===== config.mk =====
export PLATFORM = sky130hd
export DESIGN_NAME = lml_top
export DESIGN_NICKNAME = d
export VERILOG_FILES = /design/src/design/lml_pkg.sv /design/src/design/lml_top.sv /design/src/design/lml_ic.sv
export SDC_FILE = /design/constraint.sdc
export NUM_CORES = 1
export LEC_CHECK = 0
export ABC_AREA = 1
export BUFFER_PORTS_ARGS = -buffer_cell sky130_fd_sc_hd__buf_2
export CAP_MARGIN = 40
export CORE_ASPECT_RATIO = 0.9
export CORE_MARGIN = 10
export CORE_UTILIZATION = 50
export DETAILED_ROUTE_END_ITERATION = 6
export PLACE_DENSITY = 0.7
export SETUP_SLACK_MARGIN = 0.2
export SKIP_CTS_REPAIR_TIMING = 1
export SLEW_MARGIN = 0
export SYNTH_ARGS = -nofsm -noshare
export SYNTH_HDL_FRONTEND = slang
export SYNTH_HIERARCHICAL = 1
export SYNTH_SLANG_ARGS = --single-unit

===== constraint.sdc =====
create_clock -name aclk -period 9.75 [get_ports aclk]
set_input_delay 1.4625 -clock aclk [delete_from_list [all_inputs] [get_ports aclk]]
set_output_delay 1.4625 -clock aclk [all_outputs]
set_load 0.02 [all_outputs]

===== src/design/lml_pkg.sv =====
// Operation
// - Each IC holds a 160-bit dot shift register.
// - Each IC holds two 7-bit control words.
// - Two ICs chain into one 320-bit register.
// - Reset clears control words, display sleeps.
// - Reset never clears the dot register.
// - Rising clock in window shifts serial_in.
// - Dot one lights LED, zero leaves dark.
// - Window high, clock low copies dots.
// - Twenty columns of eight, row 0 unlit.
// - Locations 0-7 form leftmost column.
// - Control shifts MSB first, bit 7 picks.
// - Unpicked control word keeps its value.
// - Control word loads on window rise, clock low.
// - Select sampled at window falling edge.
// - Reset pin is active low.
// - Output follows mode during control writes.
// - Word 0 bit 6 low puts IC asleep.
package lml_pkg;
    localparam int DOTS_PER_IC = 160;
    localparam int NUM_IC      = 2;
    localparam int CW_W        = 7;
    localparam int CSH_W       = 8;
    localparam int ROWS        = 8;
    localparam int COLS        = 20;
    localparam int CW_SEL_BIT  = 7;
    localparam int CW0_WAKE    = 6;
    localparam int CW1_SIMUL   = 0;
    localparam int AXI_AW      = 5;
    localparam int DOT_WORDS   = 10;

    localparam logic [4:0] CFG_OFS  = 5'h00;
    localparam logic [4:0] CW_OFS   = 5'h04;
    localparam logic [4:0] DSEL_OFS = 5'h08;
    localparam logic [4:0] DDAT_OFS = 5'h0C;
    localparam logic [4:0] STAT_OFS = 5'h10;

    localparam logic [6:0] CW_RST   = 7'h00;
    localparam logic [7:0] CSH_RST  = 8'h00;
    localparam logic       BLANK_RST = 1'b0;
    localparam logic [3:0] DSEL_RST = 4'h0;
    localparam logic [1:0] RESP_OK  = 2'h0;
    localparam logic [1:0] RESP_DEC = 2'h3;

    typedef struct packed {
        logic link_clk;
        logic serial_in;
        logic load_window_n;
        logic dest_select;
        logic reset_n;
    } lml_pins_t;

    typedef struct packed {
        logic shift_en;
        logic sel_ctrl;
        logic commit;
    } lml_evt_t;

    typedef enum logic [1:0] {
        ST_IDLE  = 2'h0,
        ST_SHIFT = 2'h1,
        ST_PEND  = 2'h3
    } lml_state_t;
endpackage


===== src/design/lml_top.sv =====
`timescale 1ns/1ps
`default_nettype none
module lml_top #(
    parameter int DOTS = lml_pkg::DOTS_PER_IC
) (
    input  wire logic        aclk,
    input  wire logic        aresetn,
    input  wire logic [4:0]  s_axi_awaddr,
    input  wire logic        s_axi_awvalid,
    output logic             s_axi_awready,
    input  wire logic [31:0] s_axi_wdata,
    input  wire logic [3:0]  s_axi_wstrb,
    input  wire logic        s_axi_wvalid,
    output logic             s_axi_wready,
    output logic [1:0]       s_axi_bresp,
    output logic             s_axi_bvalid,
    input  wire logic        s_axi_bready,
    input  wire logic [4:0]  s_axi_araddr,
    input  wire logic        s_axi_arvalid,
    output logic             s_axi_arready,
    output logic [31:0]      s_axi_rdata,
    output logic [1:0]       s_axi_rresp,
    output logic             s_axi_rvalid,
    input  wire logic        s_axi_rready,
    input  wire logic        link_clk,
    input  wire logic        serial_in,
    input  wire logic        load_window_n,
    input  wire logic        dest_select,
    input  wire logic        reset_pin_n,
    output logic             serial_out,
    output logic [2*DOTS-1:0] led_drive,
    output logic [1:0]       awake
);
    localparam int CH = 2 * DOTS;

    // ---------------------------------------------------------------
    // Pin synchronisers and edge detection
    // ---------------------------------------------------------------
    lml_pkg::lml_pins_t pin_in, s1_r, s2_r, prev_r;
    assign pin_in = '{link_clk, serial_in, load_window_n,
                      dest_select, reset_pin_n};

    // Two flops per pin, then a third stage for edges.
    always_ff @(posedge aclk) begin
        s1_r   <= pin_in;
        s2_r   <= s1_r;
        prev_r <= s2_r;
    end

    logic clk_rise, win_fall, win_rise, clr;
    assign clk_rise = s2_r.link_clk && !prev_r.link_clk;
    assign win_fall = !s2_r.load_window_n && prev_r.load_window_n;
    assign win_rise = s2_r.load_window_n && !prev_r.load_window_n;
    assign clr      = !aresetn || !s2_r.reset_n;

    // ---------------------------------------------------------------
    // Load window sequencer
    // ---------------------------------------------------------------
    lml_pkg::lml_state_t st_r, st_nxt;
    logic               sel_r, sel_nxt;
    lml_pkg::lml_evt_t  evt;

    // Tracks window open, closed-awaiting-low-clock, and idle.
    always_comb begin
        st_nxt  = st_r;
        sel_nxt = sel_r;
        case (st_r)
            lml_pkg::ST_IDLE, lml_pkg::ST_PEND: begin
                if (win_fall) begin
                    st_nxt  = lml_pkg::ST_SHIFT;
                    sel_nxt = s2_r.dest_select;
                end else if (st_r == lml_pkg::ST_PEND &&
                             !s2_r.link_clk) begin
                    st_nxt = lml_pkg::ST_IDLE;
                end
            end
            lml_pkg::ST_SHIFT: begin
                if (win_rise) begin
                    st_nxt = lml_pkg::ST_PEND;
                end
            end
            default: begin
                st_nxt = lml_pkg::ST_IDLE;
            end
        endcase
        if (!aresetn) begin
            st_nxt  = lml_pkg::ST_IDLE;
            sel_nxt = 1'b0;
        end
    end

    // Sequencer registers.
    always_ff @(posedge aclk) begin
        st_r  <= st_nxt;
        sel_r <= sel_nxt;
    end

    // Shift on each link clock rise inside the window.
    assign evt.shift_en = st_r == lml_pkg::ST_SHIFT && clk_rise &&
                          !s2_r.load_window_n;
    assign evt.sel_ctrl = sel_r;
    assign evt.commit   = st_r == lml_pkg::ST_PEND && !win_fall &&
                          s2_r.load_window_n && !s2_r.link_clk;

    // ---------------------------------------------------------------
    // Two cascaded driver ICs
    // ---------------------------------------------------------------
    logic            d0, d1;
    logic [7:0]      csh0, csh1;
    logic [6:0]      cw0_0, cw1_0, cw0_1, cw1_1;
    logic [DOTS-1:0] sh0, sh1, lat0, lat1;

    lml_ic #(.DOTS(DOTS)) u_ic0 (
        .aclk    (aclk),
        .clr     (clr),
        .evt     (evt),
        .din     (s2_r.serial_in),
        .dout    (d0),
        .csh     (csh0),
        .cw0     (cw0_0),
        .cw1     (cw1_0),
        .dot_sh  (sh0),
        .dot_lat (lat0)
    );

    // The second IC is fed by the first one's output.
    lml_ic #(.DOTS(DOTS)) u_ic1 (
        .aclk    (aclk),
        .clr     (clr),
        .evt     (evt),
        .din     (d0),
        .dout    (d1),
        .csh     (csh1),
        .cw0     (cw0_1),
        .cw1     (cw1_1),
        .dot_sh  (sh1),
        .dot_lat (lat1)
    );

    logic [CH-1:0] lat_all;
    assign lat_all = {lat1, lat0};

    // ---------------------------------------------------------------
    // Register file over AXI4-Lite
    // ---------------------------------------------------------------
    logic        awv_r, awv_nxt, wv_r, wv_nxt;
    logic [4:0]  awa_r, awa_nxt;
    logic [31:0] wd_r, wd_nxt;
    logic        wb0_r, wb0_nxt;
    logic        bv_r, bv_nxt, rv_r, rv_nxt;
    logic [1:0]  br_r, br_nxt, rr_r, rr_nxt;
    logic [31:0] rd_r, rd_nxt;
    logic        awr_r, awr_nxt, wr_r, wr_nxt, arr_r, arr_nxt;
    logic        blank_r, blank_nxt;
    logic [3:0]  dsel_r, dsel_nxt;
    logic [31:0] dot_word;

    // Selected 32-bit slice of the shown dot latches.
    always_comb begin
        dot_word = 32'h0000_0000;
        if (int'(dsel_r) < lml_pkg::DOT_WORDS) begin
            dot_word = lat_all[int'(dsel_r)*32 +: 32];
        end
    end

    // Write channels taken in any order, read answered alone.
    always_comb begin
        awv_nxt = awv_r;
        awa_nxt = awa_r;
        wv_nxt  = wv_r;
        wd_nxt  = wd_r;
        wb0_nxt = wb0_r;
        bv_nxt  = bv_r;
        br_nxt  = br_r;
        rv_nxt  = rv_r;
        rr_nxt  = rr_r;
        rd_nxt  = rd_r;
        blank_nxt = blank_r;
        dsel_nxt  = dsel_r;
        if (s_axi_awvalid && awr_r) begin
            awv_nxt = 1'b1;
            awa_nxt = s_axi_awaddr;
        end
        if (s_axi_wvalid && wr_r) begin
            wv_nxt  = 1'b1;
            wd_nxt  = s_axi_wdata;
            wb0_nxt = s_axi_wstrb[0];
        end
        if (bv_r && s_axi_bready) begin
            bv_nxt = 1'b0;
        end
        if (awv_r && wv_r && !bv_r) begin
            awv_nxt = 1'b0;
            wv_nxt  = 1'b0;
            bv_nxt  = 1'b1;
            br_nxt  = lml_pkg::RESP_OK;
            if (awa_r == lml_pkg::CFG_OFS) begin
                if (wb0_r) blank_nxt = wd_r[0];
            end else if (awa_r == lml_pkg::DSEL_OFS) begin
                if (wb0_r) dsel_nxt = wd_r[3:0];
            end else if (awa_r != lml_pkg::CW_OFS &&
                         awa_r != lml_pkg::DDAT_OFS &&
                         awa_r != lml_pkg::STAT_OFS) begin
                br_nxt = lml_pkg::RESP_DEC;
            end
        end
        if (rv_r && s_axi_rready) begin
            rv_nxt = 1'b0;
        end
        if (s_axi_arvalid && arr_r) begin
            rv_nxt = 1'b1;
            rr_nxt = lml_pkg::RESP_OK;
            if (s_axi_araddr == lml_pkg::CFG_OFS) begin
                rd_nxt = {31'h0, blank_r};
            end else if (s_axi_araddr == lml_pkg::CW_OFS) begin
                rd_nxt = {1'b0, cw1_1, 1'b0, cw0_1,
                          1'b0, cw1_0, 1'b0, cw0_0};
            end else if (s_axi_araddr == lml_pkg::DSEL_OFS) begin
                rd_nxt = {28'h0, dsel_r};
            end else if (s_axi_araddr == lml_pkg::DDAT_OFS) begin
                rd_nxt = dot_word;
            end else if (s_axi_araddr == lml_pkg::STAT_OFS) begin
                rd_nxt = {27'h0, awake, sel_r, st_r};
            end else begin
                rd_nxt = 32'h0000_0000;
                rr_nxt = lml_pkg::RESP_DEC;
            end
        end
        awr_nxt = !awv_nxt && !bv_nxt;
        wr_nxt  = !wv_nxt && !bv_nxt;
        arr_nxt = !rv_nxt;
        if (!aresetn) begin
            awv_nxt = 1'b0;
            wv_nxt  = 1'b0;
            bv_nxt  = 1'b0;
            rv_nxt  = 1'b0;
            awr_nxt = 1'b0;
            wr_nxt  = 1'b0;
            arr_nxt = 1'b0;
            br_nxt  = lml_pkg::RESP_OK;
            rr_nxt  = lml_pkg::RESP_OK;
            rd_nxt  = 32'h0000_0000;
            blank_nxt = lml_pkg::BLANK_RST;
            dsel_nxt  = lml_pkg::DSEL_RST;
        end
    end

    // Bus registers.
    always_ff @(posedge aclk) begin
        awv_r <= awv_nxt;
        awa_r <= awa_nxt;
        wv_r  <= wv_nxt;
        wd_r  <= wd_nxt;
        wb0_r <= wb0_nxt;
        bv_r  <= bv_nxt;
        br_r  <= br_nxt;
        rv_r  <= rv_nxt;
        rr_r  <= rr_nxt;
        rd_r  <= rd_nxt;
        awr_r <= awr_nxt;
        wr_r  <= wr_nxt;
        arr_r <= arr_nxt;
        blank_r <= blank_nxt;
        dsel_r  <= dsel_nxt;
    end

    assign s_axi_awready = awr_r;
    assign s_axi_wready  = wr_r;
    assign s_axi_bvalid  = bv_r;
    assign s_axi_bresp   = br_r;
    assign s_axi_arready = arr_r;
    assign s_axi_rvalid  = rv_r;
    assign s_axi_rresp   = rr_r;
    assign s_axi_rdata   = rd_r;

    // ---------------------------------------------------------------
    // LED drive and serial output
    // ---------------------------------------------------------------
    logic [CH-1:0] led_nxt;
    logic [1:0]    awake_nxt;
    logic          sout_nxt;

    // Lit when latched high, on a real row, awake and unblanked.
    always_comb begin
        awake_nxt = {cw0_1[lml_pkg::CW0_WAKE], cw0_0[lml_pkg::CW0_WAKE]};
        sout_nxt  = d1;
        for (int j = 0; j < CH; j++) begin
            led_nxt[j] = lat_all[j] && (j % lml_pkg::ROWS != 0) &&
                         awake_nxt[j / DOTS] && !blank_r;
        end
    end

    // Output registers; no reset term, but dots go dark once reset clears wake.
    always_ff @(posedge aclk) begin
        led_drive  <= led_nxt;
        awake      <= awake_nxt;
        serial_out <= sout_nxt;
    end
endmodule
`default_nettype wire


===== src/design/lml_ic.sv =====
`timescale 1ns/1ps
`default_nettype none
module lml_ic #(
    parameter int DOTS = lml_pkg::DOTS_PER_IC
) (
    input  wire logic              aclk,
    input  wire logic              clr,
    input  wire lml_pkg::lml_evt_t evt,
    input  wire logic              din,
    output logic                   dout,
    output logic [7:0]             csh,
    output logic [6:0]             cw0,
    output logic [6:0]             cw1,
    output logic [DOTS-1:0]        dot_sh,
    output logic [DOTS-1:0]        dot_lat
);
    logic [DOTS-1:0] sh_r, sh_nxt, lat_r, lat_nxt;
    logic [7:0]      csh_r, csh_nxt;
    logic [6:0]      cw0_r, cw0_nxt, cw1_r, cw1_nxt;

    // ---------------------------------------------------------------
    // Dot path
    // ---------------------------------------------------------------
    // Dot shift and latch; neither is touched by any reset.
    always_comb begin
        sh_nxt  = sh_r;
        lat_nxt = lat_r;
        if (evt.shift_en && !evt.sel_ctrl) begin
            sh_nxt = {sh_r[DOTS-2:0], din};
        end
        if (evt.commit && !evt.sel_ctrl) begin
            lat_nxt = sh_r;
        end
    end

    // Dot storage has no reset term.
    always_ff @(posedge aclk) begin
        sh_r  <= sh_nxt;
        lat_r <= lat_nxt;
    end

    // ---------------------------------------------------------------
    // Control path
    // ---------------------------------------------------------------
    // Control shift register and the two control words.
    always_comb begin
        csh_nxt = csh_r;
        cw0_nxt = cw0_r;
        cw1_nxt = cw1_r;
        if (evt.shift_en && evt.sel_ctrl) begin
            csh_nxt = {csh_r[6:0], din};
        end
        if (evt.commit && evt.sel_ctrl) begin
            if (csh_r[lml_pkg::CW_SEL_BIT]) begin
                cw1_nxt = csh_r[6:0];
            end else begin
                cw0_nxt = csh_r[6:0];
            end
        end
        if (clr) begin
            csh_nxt = lml_pkg::CSH_RST;
            cw0_nxt = lml_pkg::CW_RST;
            cw1_nxt = lml_pkg::CW_RST;
        end
    end

    // Control state registers.
    always_ff @(posedge aclk) begin
        csh_r <= csh_nxt;
        cw0_r <= cw0_nxt;
        cw1_r <= cw1_nxt;
    end

    // Serial output select: overflow of the chosen register, or din in simultaneous control mode.
    always_comb begin
        if (evt.sel_ctrl) begin
            dout = cw1_r[lml_pkg::CW1_SIMUL] ? din : csh_r[7];
        end else begin
            dout = sh_r[DOTS-1];
        end
    end

    assign csh     = csh_r;
    assign cw0     = cw0_r;
    assign cw1     = cw1_r;
    assign dot_sh  = sh_r;
    assign dot_lat = lat_r;
endmodule
`default_nettype wire


**Word-level counts from Yosys, hierarchy flattened**

Index checks and enable logic that the tools add are counted.

- Bits in registers: 1040

- Mux-type cells: 30
- Reductions and logical operators: 611
- Shift operators: 1
- Bitwise logic cells: 3
- Equality and inequality tests: 12
- Order comparisons: 1

Operators by type and width:

| kind | number |
|---|---|
| logical AND 1 bit | 584 |
| indexed part select 320 x 10 -> 32 bit | 1 |
| 2-to-1 mux 32 bit | 5 |
| 2-to-1 mux 2 bit | 11 |
| == test 5 x 4 -> 1 bit, second input constant | 3 |
| logical NOT 1 bit | 14 |
| 2-to-1 mux 1 bit | 12 |
| AND reduction 2 bit | 6 |
| logical NOT 5 bit | 2 |
| == test 5 x 3 -> 1 bit, second input constant | 1 |
| == test 5 bit, second input constant | 1 |
| 2-to-1 mux 5 bit | 1 |
| inequality test 5 x 3 -> 1 bit, second input constant | 1 |
| inequality test 5 x 4 -> 1 bit, second input constant | 1 |
| inequality test 5 bit, second input constant | 1 |
| less-than comparator 4 bit, second input constant | 1 |
| case mux 2 bit (2 select lines) | 1 |
| AND reduction 4 bit | 1 |
| inequality test 3 bit, second input constant | 1 |
| NOT 1 bit | 3 |
| AND reduction 3 bit | 1 |
| == test 2 x 1 -> 1 bit, second input constant | 1 |
| == test 2 bit, second input constant | 1 |
| logical NOT 2 bit | 1 |
| other kinds (3) | 3 |

**Longest topological paths before layout**

Gate-level depths: netlist of run 1.

- Depth after elaboration: 8
- Mapped depth: 13
- Gate-level depth less buffers: 11

**Cells and area by module**

Netlist of run 1, hierarchy kept.

By module, submodules not included:

| module | seq. area each (sq um) | area an instance (sq um) | cells an instance | instances |
|---|---|---|---|---|
| lml_ic | 10049.6 | 10510.1 | 454 | 2 |
| lml_top | 7186.9 | 14161.1 | 1909 | 1 |

**Worst setup path before layout of run 1**

OpenSTA, ideal clock, no wires.

- Path type: reg-to-reg
- From: reg st_r[1]
- To: reg u_ic0.sh_r[0], in the netlist u_ic0/dot_sh[0] (enable)
- Arrival: 7731 ps
- Setup time: 682 ps
- Cell stages (with the launch flop): 7
- Data required time: 9068 ps
- Clock period less this slack: 8412 ps
- Path slack: 1338 ps
- Path through: dfxtp_1 inv_1 ha_1 inv_1 nor4_1 inv_1 nor2_1

RTL lines:

| item | RTL line | source |
|---|---|---|
| from (decl) | lml_top.sv:59 | `lml_pkg::lml_state_t st_r, st_nxt;` |
| from (signal assigned) | lml_top.sv:94 | `st_r <= st_nxt;` |
| to (signal assigned) | lml_ic.sv:38 | `sh_r <= sh_nxt;` |
| to (decl) | lml_ic.sv:17 | `logic [DOTS-1:0] sh_r, sh_nxt, lat_r, lat_nxt;` |

==> results of run 1 <==
metal layers:
metal  share of wire  global-route usage
met5               0                   0
met4           0.036             0.08603
met3           0.095             0.05761
met2            0.46              0.3353
met1            0.41              0.2916
power groups by stage:
| stage | combinational (mW) | clock [mW] | sequential [mW] |
|---|---|---|---|
| detailed placement | 0.156 | 0 | 4.79 |
| global placement | 0.151 | 0 | 4.79 |
| global route | 0.171 | 4.14 | 4.70 |
| CTS | 0.156 | 3.96 | 4.70 |
| finish | 0.157 | 3.90 | 4.70 |
| floorplan | 0.0998 | 0 | 4.81 |
how the worst max path moves through the flow:
| stage | end | slack (ns) | cells after the start |
|---|---|---|---|
| 2_1_floorplan | u_ic0/dot_sh[0] | 1.34 | 6 |
| 3_3_place_gp | s_axi_rdata[7] | 5.48 | 7 |
| 3_5_place_dp | s_axi_rdata[31] | 5.97 | 8 |
| 4_1_cts | u_ic0/dot_lat[83] | 6.51 | 9 |
| 5_1_grt | u_ic0/dot_lat[83] | 6.36 | 9 |
| 6_report | u_ic1/dot_lat[16] | 6.53 | 7 |
kinds of logic (layout without fill, tap and decap cells):
kind of cell / after synthesis / after routing / synth area share
mux: 4 / 4 / 0.001138
simple gates: 1119 / 1119 / 0.1273
flops: 1038 / 1038 / 0.7756
fa+ha+maj: 4 / 4 / 0.001423
buf+inv: 433 / 829 / 0.05886
compound gates: 218 / 218 / 0.03560
other cells: 1 / 41 / 0.0001066
layout make-up:
| type | instances | area [sq um] | share of cell area |
|---|---|---|---|
| inverters | 268 | 1007 | 0.02461 |
| repair buffers | 376 | 2059 | 0.05033 |
| multi-input cells | 1385 | 6016 | 0.1470 |
| flip-flops and latches | 1038 | 27300 | 0.6671 |
| diodes | 1 | 2.502 | 0.00006115 |
| well taps | 940 | 1176 | 0.02874 |
| clock buffers | 146 | 2899 | 0.07085 |
| clock inverters | 39 | 460.4 | 0.01125 |
state kept, by name, summed over array words and instances, names as in the netlist, 8 cells and up:
name / cells
led_drive: 280
u_ic0/dot_lat: 160
u_ic0/dot_sh: 160
u_ic1/dot_lat: 160
u_ic1/dot_sh: 160
s_axi_rdata: 32
u_ic0/csh: 8
u_ic1/csh: 8
synthesized netlist by cell type (all sizes together):
library cell,number
o211ai,62
clkinv,3
ha,4
a31oi,2
nand4,5
nor3,6
clkbuf,45
conb,1
dfxtp,388
buf,120
inv,265
edfxtp,650
nor2,419
o21ai,88
nor4,3
a21oi,66
mux2i,4
nand3,139
nand2,547
stage by stage:
step	worst slack (ns)	hold slack (ns)	total power, mW	instances	util
global placement	5.484	0.3124	4.945	4002	0.5357
floorplan	1.338	0.3096	4.914	2856	-
detailed placement	5.970	0.3157	4.950	4007	0.5375
finish	6.526	0.3274	8.760	4193	0.5856
CTS	6.507	0.3302	8.811	4192	0.5856
global route	6.360	0.3419	9.016	4192	0.5856
critical path: stages (launching register included):
cell and delay [ns]:
dfxtp_1 0.44, ha_1 0.18, nand2_1 0.06, nor2_1 0.50, inv_1 0.17, nor2_4 0.67
buf_4 0.48, buf_16 0.34
==> summary.txt, run 1 <==
Status -> completed
Hold Path Cell Cnt -> 0
Largest net degree at the start of global routing -> 161
Die area -> 0.08139 sq mm
Vias -> 21.29k
Area growth, synth to finish -> 16.31%
Placer Congestion -> 0.9031
Peak supply drop -> 141.8 uV
Core footprint -> 0.06987 sq mm
Worst Path Arrival -> 3.55 ns
R2R Setup Slk -> 6.53 ns
Commonest non-fill, non-tap cell in the layout -> edfxtp_1
Drt first pass iters -> 5
Antenna violations before repair -> 0
Top post-synthesis cells by area -> edfxtp_1, dfxtp_1, nand2_1, nor2_1, inv_1
Final Hold Vio Count -> 0
Hold Path Class -> flop to flop
Sequential share of power -> 0.537
Sw Share -> 0.2037
Clk sinks -> 1038
YS warnings -> 6
Worst-Margin Slew -> 1.099 ns
Reg clk slew, reported paths -> 0.06 ns
Die height -> 271.6 um
Post-DP HPWL -> 60.97 mm
Max-cap viol count -> 0
RR Endpoint -> u_ic1/dot_lat[16]
Vias in the first global route -> 20.56k
Seq/Total Area, Yosys -> 0.7756
Ratio of final minimum period to clock period -> 0.3307
Total GRT Usage -> 0.2174
Die width -> 299.6 um
Final slew viol count -> 0
Startpoint type of the worst setup path -> flop
Share of layout cells above drive strength 1 -> 0.1737
Unrepaired setup endpoints after global routing -> no
Power Density -> 214.1 mW/mm^2
Initial DRC Count -> 2570
Vias/cell -> 5.077
Part of the power in combinational logic -> 0.018
Leakage -> 16.08 nW
Total CTS buffers -> 98
Req. time, crit path -> 10.07 ns
Clock Tree Buf Depth -> 3
Placed Area -> 0.03756 sq mm
Yosys reg bits -> 1038
Final Instance Area -> 0.04092 sq mm
Fill cells -> 5547
Hold endpoint -> s2_r[0]
Number of remaining DRC errors -> 0
Clock power share -> 0.446
CTS Root Cell -> clkbuf_16
Crit. Startpoint -> st_r[0]
CP max FO -> 57
HP Start -> s1_r[0]
First-pass GRT wire length -> 131.6 mm
Routed len/inst -> 21.81 um
Min Tclk post-route -> 3.224 ns
Number of cells on the worst reg-to-reg path -> 7
Post-route ant nets -> 0
Max Clock Freq -> 310.2 MHz
Post-Route WL -> 91.47 mm
Yosys cell types -> 34
Area leader, netlist -> edfxtp_1
Most frequent cells in the layout -> edfxtp_1, nand2_1, nor2_1
CP endpoint kind -> flop
Final setup skew -> 0.04482 ns
R2r startpoint -> st_r[0]
Synth top area share -> 0.5548
FP Rows -> 92
Initial Util -> 0.5035
Psw -> 1.784 mW
Worst skew pair latency -> 0.67 ns
Htree depth -> 3
Mapped cell area -> 0.03518 sq mm
Final net count -> 3229
Setup violators final -> 0
Total grt overflow -> 0
Type of the worst setup path -> flop to flop
Mapped Cells -> 2817
Port bufs -> 350
Slew margin rel. -> 0.2674
# IOs -> 422
TritonCTS clock tree -> built
Syn_area_per_cell -> 12.49 sq um
Fin Setup TNS -> 0 ns
Int Power -> 6.976 mW
Note: power is estimated with default switching activity, not from simulation.
==> run 2, diff against run 1 <==
--- a/config.mk
+++ b/config.mk
@@ -12,7 +12,7 @@
 export CORE_MARGIN = 10
 export CORE_UTILIZATION = 50
 export DETAILED_ROUTE_END_ITERATION = 6
-export PLACE_DENSITY = 0.7
+export PLACE_DENSITY = 0.73
 export SETUP_SLACK_MARGIN = 0.2
 export SKIP_CTS_REPAIR_TIMING = 1
 export SLEW_MARGIN = 0
==> constraint.sdc (replaced) <==
create_clock -name aclk -period 2.7 [get_ports aclk]
set_input_delay 0.405 -clock aclk [delete_from_list [all_inputs] [get_ports aclk]]
set_output_delay 0.405 -clock aclk [all_outputs]
set_load 0.02 [all_outputs]
==> summary.txt, run 2 (synthesis gave the netlist of run 1 again) <==
Clock Tree Buf Depth -> 3 (unchanged)
Type of the worst setup path -> flop to flop
Slew margin rel. -> 0.5010 (+0.2337)
Most frequent cells in the layout -> edfxtp_1, nand2_1, nor2_1
Area growth, synth to finish -> 18.48%
Status -> completed
Setup violators final -> 0 (unchanged)
Htree depth -> 3 (unchanged)
Worst skew pair latency -> 0.66 ns (about the same)
CP endpoint kind -> flop
Share of layout cells above drive strength 1 -> 0.1852 (+0.01141)
Peak supply drop -> 479.4 uV (+240%)
First-pass GRT wire length -> 135.0 mm (+2.6%)
Startpoint type of the worst setup path -> flop
Max-cap viol count -> 0 (unchanged)
Total CTS buffers -> 98 (unchanged)
Max Clock Freq -> 455.1 MHz (+47%)
Routed len/inst -> 22.03 um (+0.97%)
CP max FO -> 31 (-46%)
Final net count -> 3276 (+1.5%)
Port bufs -> 350 (unchanged)
RR Endpoint -> s_axi_rdata[26]
Fill cells -> 5426 (-2.2%)
Vias in the first global route -> 20.97k (+2.0%)
Req. time, crit path -> 3.24 ns (-6.83 ns)
Initial Util -> 0.5035 (unchanged)
Drt first pass iters -> 6 (+1)
Initial DRC Count -> 2684 (+4.4%)
Critical Path End -> s_axi_rdata[26]
Total grt overflow -> 0 (unchanged)
Max reg flops -> 280 (unchanged)
Total GRT Usage -> 0.2210 (+0.003573)
Vias -> 21.91k (+2.9%)
Power Density -> 769.7 mW/mm^2 (+260%)
FP Rows -> 92 (unchanged)
Core footprint -> 0.06987 sq mm (unchanged)
Largest net degree at the start of global routing -> 85 (-47%)
Commonest non-fill, non-tap cell in the layout -> edfxtp_1
Final Instance Area -> 0.04168 sq mm (+1.9%)
Die width -> 299.6 um (unchanged)
Antenna violations before repair -> 3 (+3)
Post-route ant nets -> 0 (unchanged)
Unrepaired setup endpoints after global routing -> no
Crit. Startpoint -> dsel_r[0]
Post-DP HPWL -> 64.49 mm (+5.8%)
Placed Area -> 0.03806 sq mm (+1.3%)
Reg with most FFs -> led_drive
HP Start -> s_axi_wdata[2]
Worst Path Arrival -> 2.73 ns (-0.82 ns)
Worst-Margin Slew -> 0.7485 ns (-0.3505 ns)
Reg clk slew, reported paths -> 0.07 ns (about the same)
Ratio of final minimum period to clock period -> 0.8139 (+0.4832)
Leakage -> 16.38 nW (+1.9%)
Die area -> 0.08139 sq mm (unchanged)
Number of cells on the worst reg-to-reg path -> 11 (+4)
Clk sinks -> 1038 (unchanged)
R2r startpoint -> dsel_r[0]
Min Tclk post-route -> 2.197 ns (-1.027 ns)
TritonCTS clock tree -> built
# IOs -> 422 (unchanged)
Placer Congestion -> 0.9081 (+0.55%)
CTS Root Cell -> clkbuf_16
Post-Route WL -> 93.41 mm (+2.1%)
Final slew viol count -> 0 (unchanged)
Die height -> 271.6 um (unchanged)
Hold Path Class -> input pin to flop
Vias/cell -> 5.166 (+1.8%)
Number of remaining DRC errors -> 0 (unchanged)
Finished Core Util -> 0.5966 (+0.01092)
R2R Setup Slk -> 0.50 ns (-6.02 ns)
Final Hold Vio Count -> 0 (unchanged)
Final setup skew -> 0.03699 ns (-0.007839 ns)
WHS -> 0.06431 ns (-0.2630 ns)
-- run 2: cell type report --
cell class,count,area (sq um),share of cell area
Sequential cell,1038,27300,0.6550
Clock inverter,61,684.4,0.01642
Clock buffer,125,2793,0.06700
Timing Repair Buffer,423,2663,0.06388
Antenna cell,1,2.502,0.00006003
Inverter,268,1007,0.02416
Tap cell,940,1176,0.02822
Multi-Input combinational cell,1385,6053,0.1452
-- run 2: routing by layer --
layer	track usage	share of wire
met3	0.05188	0.095
met4	0.07840	0.035
met5	0	0
met2	0.3449	0.46
met1	0.3007	0.41
-- run 2: worst min-delay path by stage --
stage	endpoint	depth (start not counted)	slack [ns]
after floorplan	s2_r[0]	0	0.31
after global placement	s2_r[0]	0	0.31
after detailed placement	s2_r[2]	0	0.31
after CTS	s1_r[3]	1	-0.19
after global routing	wd_r[2]	1	0.04
final	wd_r[2]	1	0.06
-- run 2: where the power goes --
group | leakage, nW | internal [mW] | switching [mW] | total, mW
registers | 7.44 | 16.9 | 0.0783 | 17.0
clock network | 1.70 | 8.45 | 6.03 | 14.5
logic | 7.25 | 0.156 | 0.468 | 0.624
-- run 2: critical path, stage by stage, from the launching register on --
cell and delay [ns]:
dfxtp_4 0.57, buf_12 0.25, buf_4 0.19, a21oi_1 0.08
o21ai_0 0.17, nand3_1 0.28, nand3_1 0.21, nand2_1 0.07
nand2_1 0.06, nand2_1 0.08, nand2_1 0.07, a21oi_1 0.06
-- run 2: through the flow --
stage                     setup TNS, ns  total power, mW  setup WS (ns)  cells
after floorplan                 -602.84            17.73        -0.9501   2856
after global placement                0            17.91         0.4979   4038
after detailed placement              0            17.92         0.4918   4040
after CTS                             0            32.26         0.5077   4226
after global routing                  0            32.98         0.3465   4240
final                                 0            32.08         0.5026   4241
==> run 3, diff against run 2 <==
==> constraint.sdc (replaced) <==
create_clock -name aclk -period 1.9 [get_ports aclk]
set_input_delay 0.285 -clock aclk [delete_from_list [all_inputs] [get_ports aclk]]
set_output_delay 0.285 -clock aclk [all_outputs]
set_load 0.02 [all_outputs]
==> summary.txt, run 3 (synthesis gave the netlist of run 1 again) <==
Reg clk slew, reported paths -> 0.06 ns (about the same)
CTS Root Cell -> clkbuf_16
Post-Route WL -> 100.9 mm (+8.0%)
Failing checks -> negative setup slack
Initial Util -> 0.5035 (unchanged)
Area growth, synth to finish -> 25.86%
Max reg flops -> 280 (unchanged)
Vias -> 23.07k (+5.3%)
Number of remaining DRC errors -> 0 (unchanged)
Post-route ant nets -> 0 (unchanged)
WHS -> 0.09379 ns (+0.02948 ns)
Reg with most FFs -> led_drive
CP endpoint kind -> flop
Type of the worst setup path -> flop to flop
Antenna violations before repair -> 2 (-1)
CP max FO -> 12 (-61%)
Clk sinks -> 1038 (unchanged)
Worst skew pair latency -> 0.66 ns (about the same)
Placed cells -> 4109 (+1.7%)
Setup violators final -> 191 (+191)
Final worst setup slack -> -0.09101 ns (-0.5936 ns)
Die width -> 299.6 um (unchanged)
TritonCTS clock tree -> built
Routed len/inst -> 23.05 um (+4.7%)
R2R Setup Slk -> -0.09 ns (-0.59 ns)
Slowest CP cell -> dfxtp_4
Most frequent cells in the layout -> edfxtp_1, nand2_1, nor2_1
Leakage -> 17.58 nW (+7.3%)
Vias in the first global route -> 21.52k (+2.6%)
Total CTS buffers -> 98 (unchanged)
Vias/cell -> 5.270 (+2.0%)
Finished Core Util -> 0.6337 (+0.03712)
Max-cap viol count -> 0 (unchanged)
CP Cell Sequence -> buf_12 > buf_8 > buf_12 > nor2_1 > nor2_1 > o21ai_1 > nand3_1 > nand3_2 > nand2_2 > nand2_1 > nand2_1 > nand2_1 > a21oi_1
Status -> finished, violations left
First-pass GRT wire length -> 138.6 mm (+2.7%)
Number of cells on the worst reg-to-reg path -> 13 (+2)
Core footprint -> 0.06987 sq mm (unchanged)
Hold endpoint -> s_axi_rdata[0]
Hold Path Cell Cnt -> 6 (+5)
Unrepaired setup endpoints after global routing -> yes
Total GRT Usage -> 0.2267 (+0.005700)
Power Density -> 1015 mW/mm^2 (+32%)
HP Start -> s_axi_araddr[3]
RR Endpoint -> s_axi_rdata[16]
Commonest non-fill, non-tap cell in the layout -> edfxtp_1
Die height -> 271.6 um (unchanged)
Finished Layout Cells -> 4378 (+3.2%)
Final slew viol count -> 0 (unchanged)
Startpoint type of the worst setup path -> flop
Ratio of final minimum period to clock period -> 1.048 (+0.2340)
Max Clock Freq -> 502.3 MHz (+10%)
Initial DRC Count -> 2854 (+6.3%)
Final setup skew -> 0.03419 ns (-0.002792 ns)
Req. time, crit path -> 2.45 ns (-0.79 ns)
Die area -> 0.08139 sq mm (unchanged)
Crit path largest cell delay -> 0.36 ns (-0.21 ns)
Final Hold Vio Count -> 0 (unchanged)
Largest net degree at the start of global routing -> 89 (+4.7%)
Final net count -> 3413 (+4.2%)
Clock Tree Buf Depth -> 3 (unchanged)
Peak supply drop -> 853.3 uV (+78%)
Htree depth -> 3 (unchanged)
# IOs -> 422 (unchanged)
Placer Congestion -> 0.8708 (-4.1%)
R2r startpoint -> dsel_r[0]
Hold Path Class -> input pin to flop
CP dominant cell by count -> nand2_1
Worst Path Arrival -> 2.54 ns (-0.19 ns)
FP Rows -> 92 (unchanged)
Post-DP HPWL -> 66.68 mm (+3.4%)
Total grt overflow -> 0 (unchanged)
Drt first pass iters -> 6 (unchanged)
Min Tclk post-route -> 1.991 ns (-0.2064 ns)
Share of layout cells above drive strength 1 -> 0.2480 (+0.06281)
Port bufs -> 350 (unchanged)
run 3: changes by cell type in the layout (fill, tap and decap cells not counted), moves of 22 or more:
cell,delta
buf_4,+37
buf_12,+32
nand3_1,-66
o21ai_0,-22
clkbuf_16,+31
nand3_2,+61
run 3: cell type report:
cell class	count	area [sq um]
clock buffers	144	2904
multi-input cells	1385	6595
flip-flops and latches	1038	27310
fillers	5009	25590
well taps	940	1176
inverters	268	1015
repair buffers	560	4922
clock inverters	41	347.8
diodes	2	5.005
run 3: how the worst max path moves through the flow:
stage | from | slack (ns) | to | cells past startpoint
final | dsel_r[0] | -0.09 | s_axi_rdata[16] | 13
after global placement | dsel_r[0] | -0.06 | s_axi_rdata[16] | 10
after CTS | dsel_r[0] | -0.15 | s_axi_rdata[16] | 10
after floorplan | st_r[1] | -1.75 | u_ic0/dot_sh[0] | 6
after detailed placement | dsel_r[0] | -0.09 | s_axi_rdata[16] | 10
after global routing | dsel_r[0] | -0.11 | s_axi_rdata[16] | 13
run 3: per-layer routing:
layer | share of wire | track usage
met1 | 0.38 | 0.3042
met2 | 0.47 | 0.3565
met3 | 0.11 | 0.05172
met4 | 0.036 | 0.08774
met5 | 0 | 0
run 3: report_power, final:
group          internal, mW  switching [mW]
registers              24.0           0.135
logic                 0.482           0.746
clock network          11.1            8.48
total                  35.6            9.36
run 3: through the flow:
step / total power, mW / setup WS, ns / setup TNS [ns] / cell area (sq um)
4_1_cts: 44.77 / -0.1469 / -1.218 / 42170
5_1_grt: 46.13 / -0.1132 / -18.22 / 44270
2_1_floorplan: 25.19 / -1.750 / -1114.84 / 35400
3_3_place_gp: 25.53 / -0.05752 / -0.1971 / 38920
3_5_place_dp: 25.55 / -0.08530 / -0.4394 / 38920
6_report: 44.95 / -0.09101 / -2.975 / 44280
run 3: worst max-delay path: cells and delay by family (launching register included):
family / cells / cell delay [ns]
compound gates: 2 / 0.23
flops: 1 / 0.36
buf+inv: 3 / 0.43
simple gates: 8 / 0.86
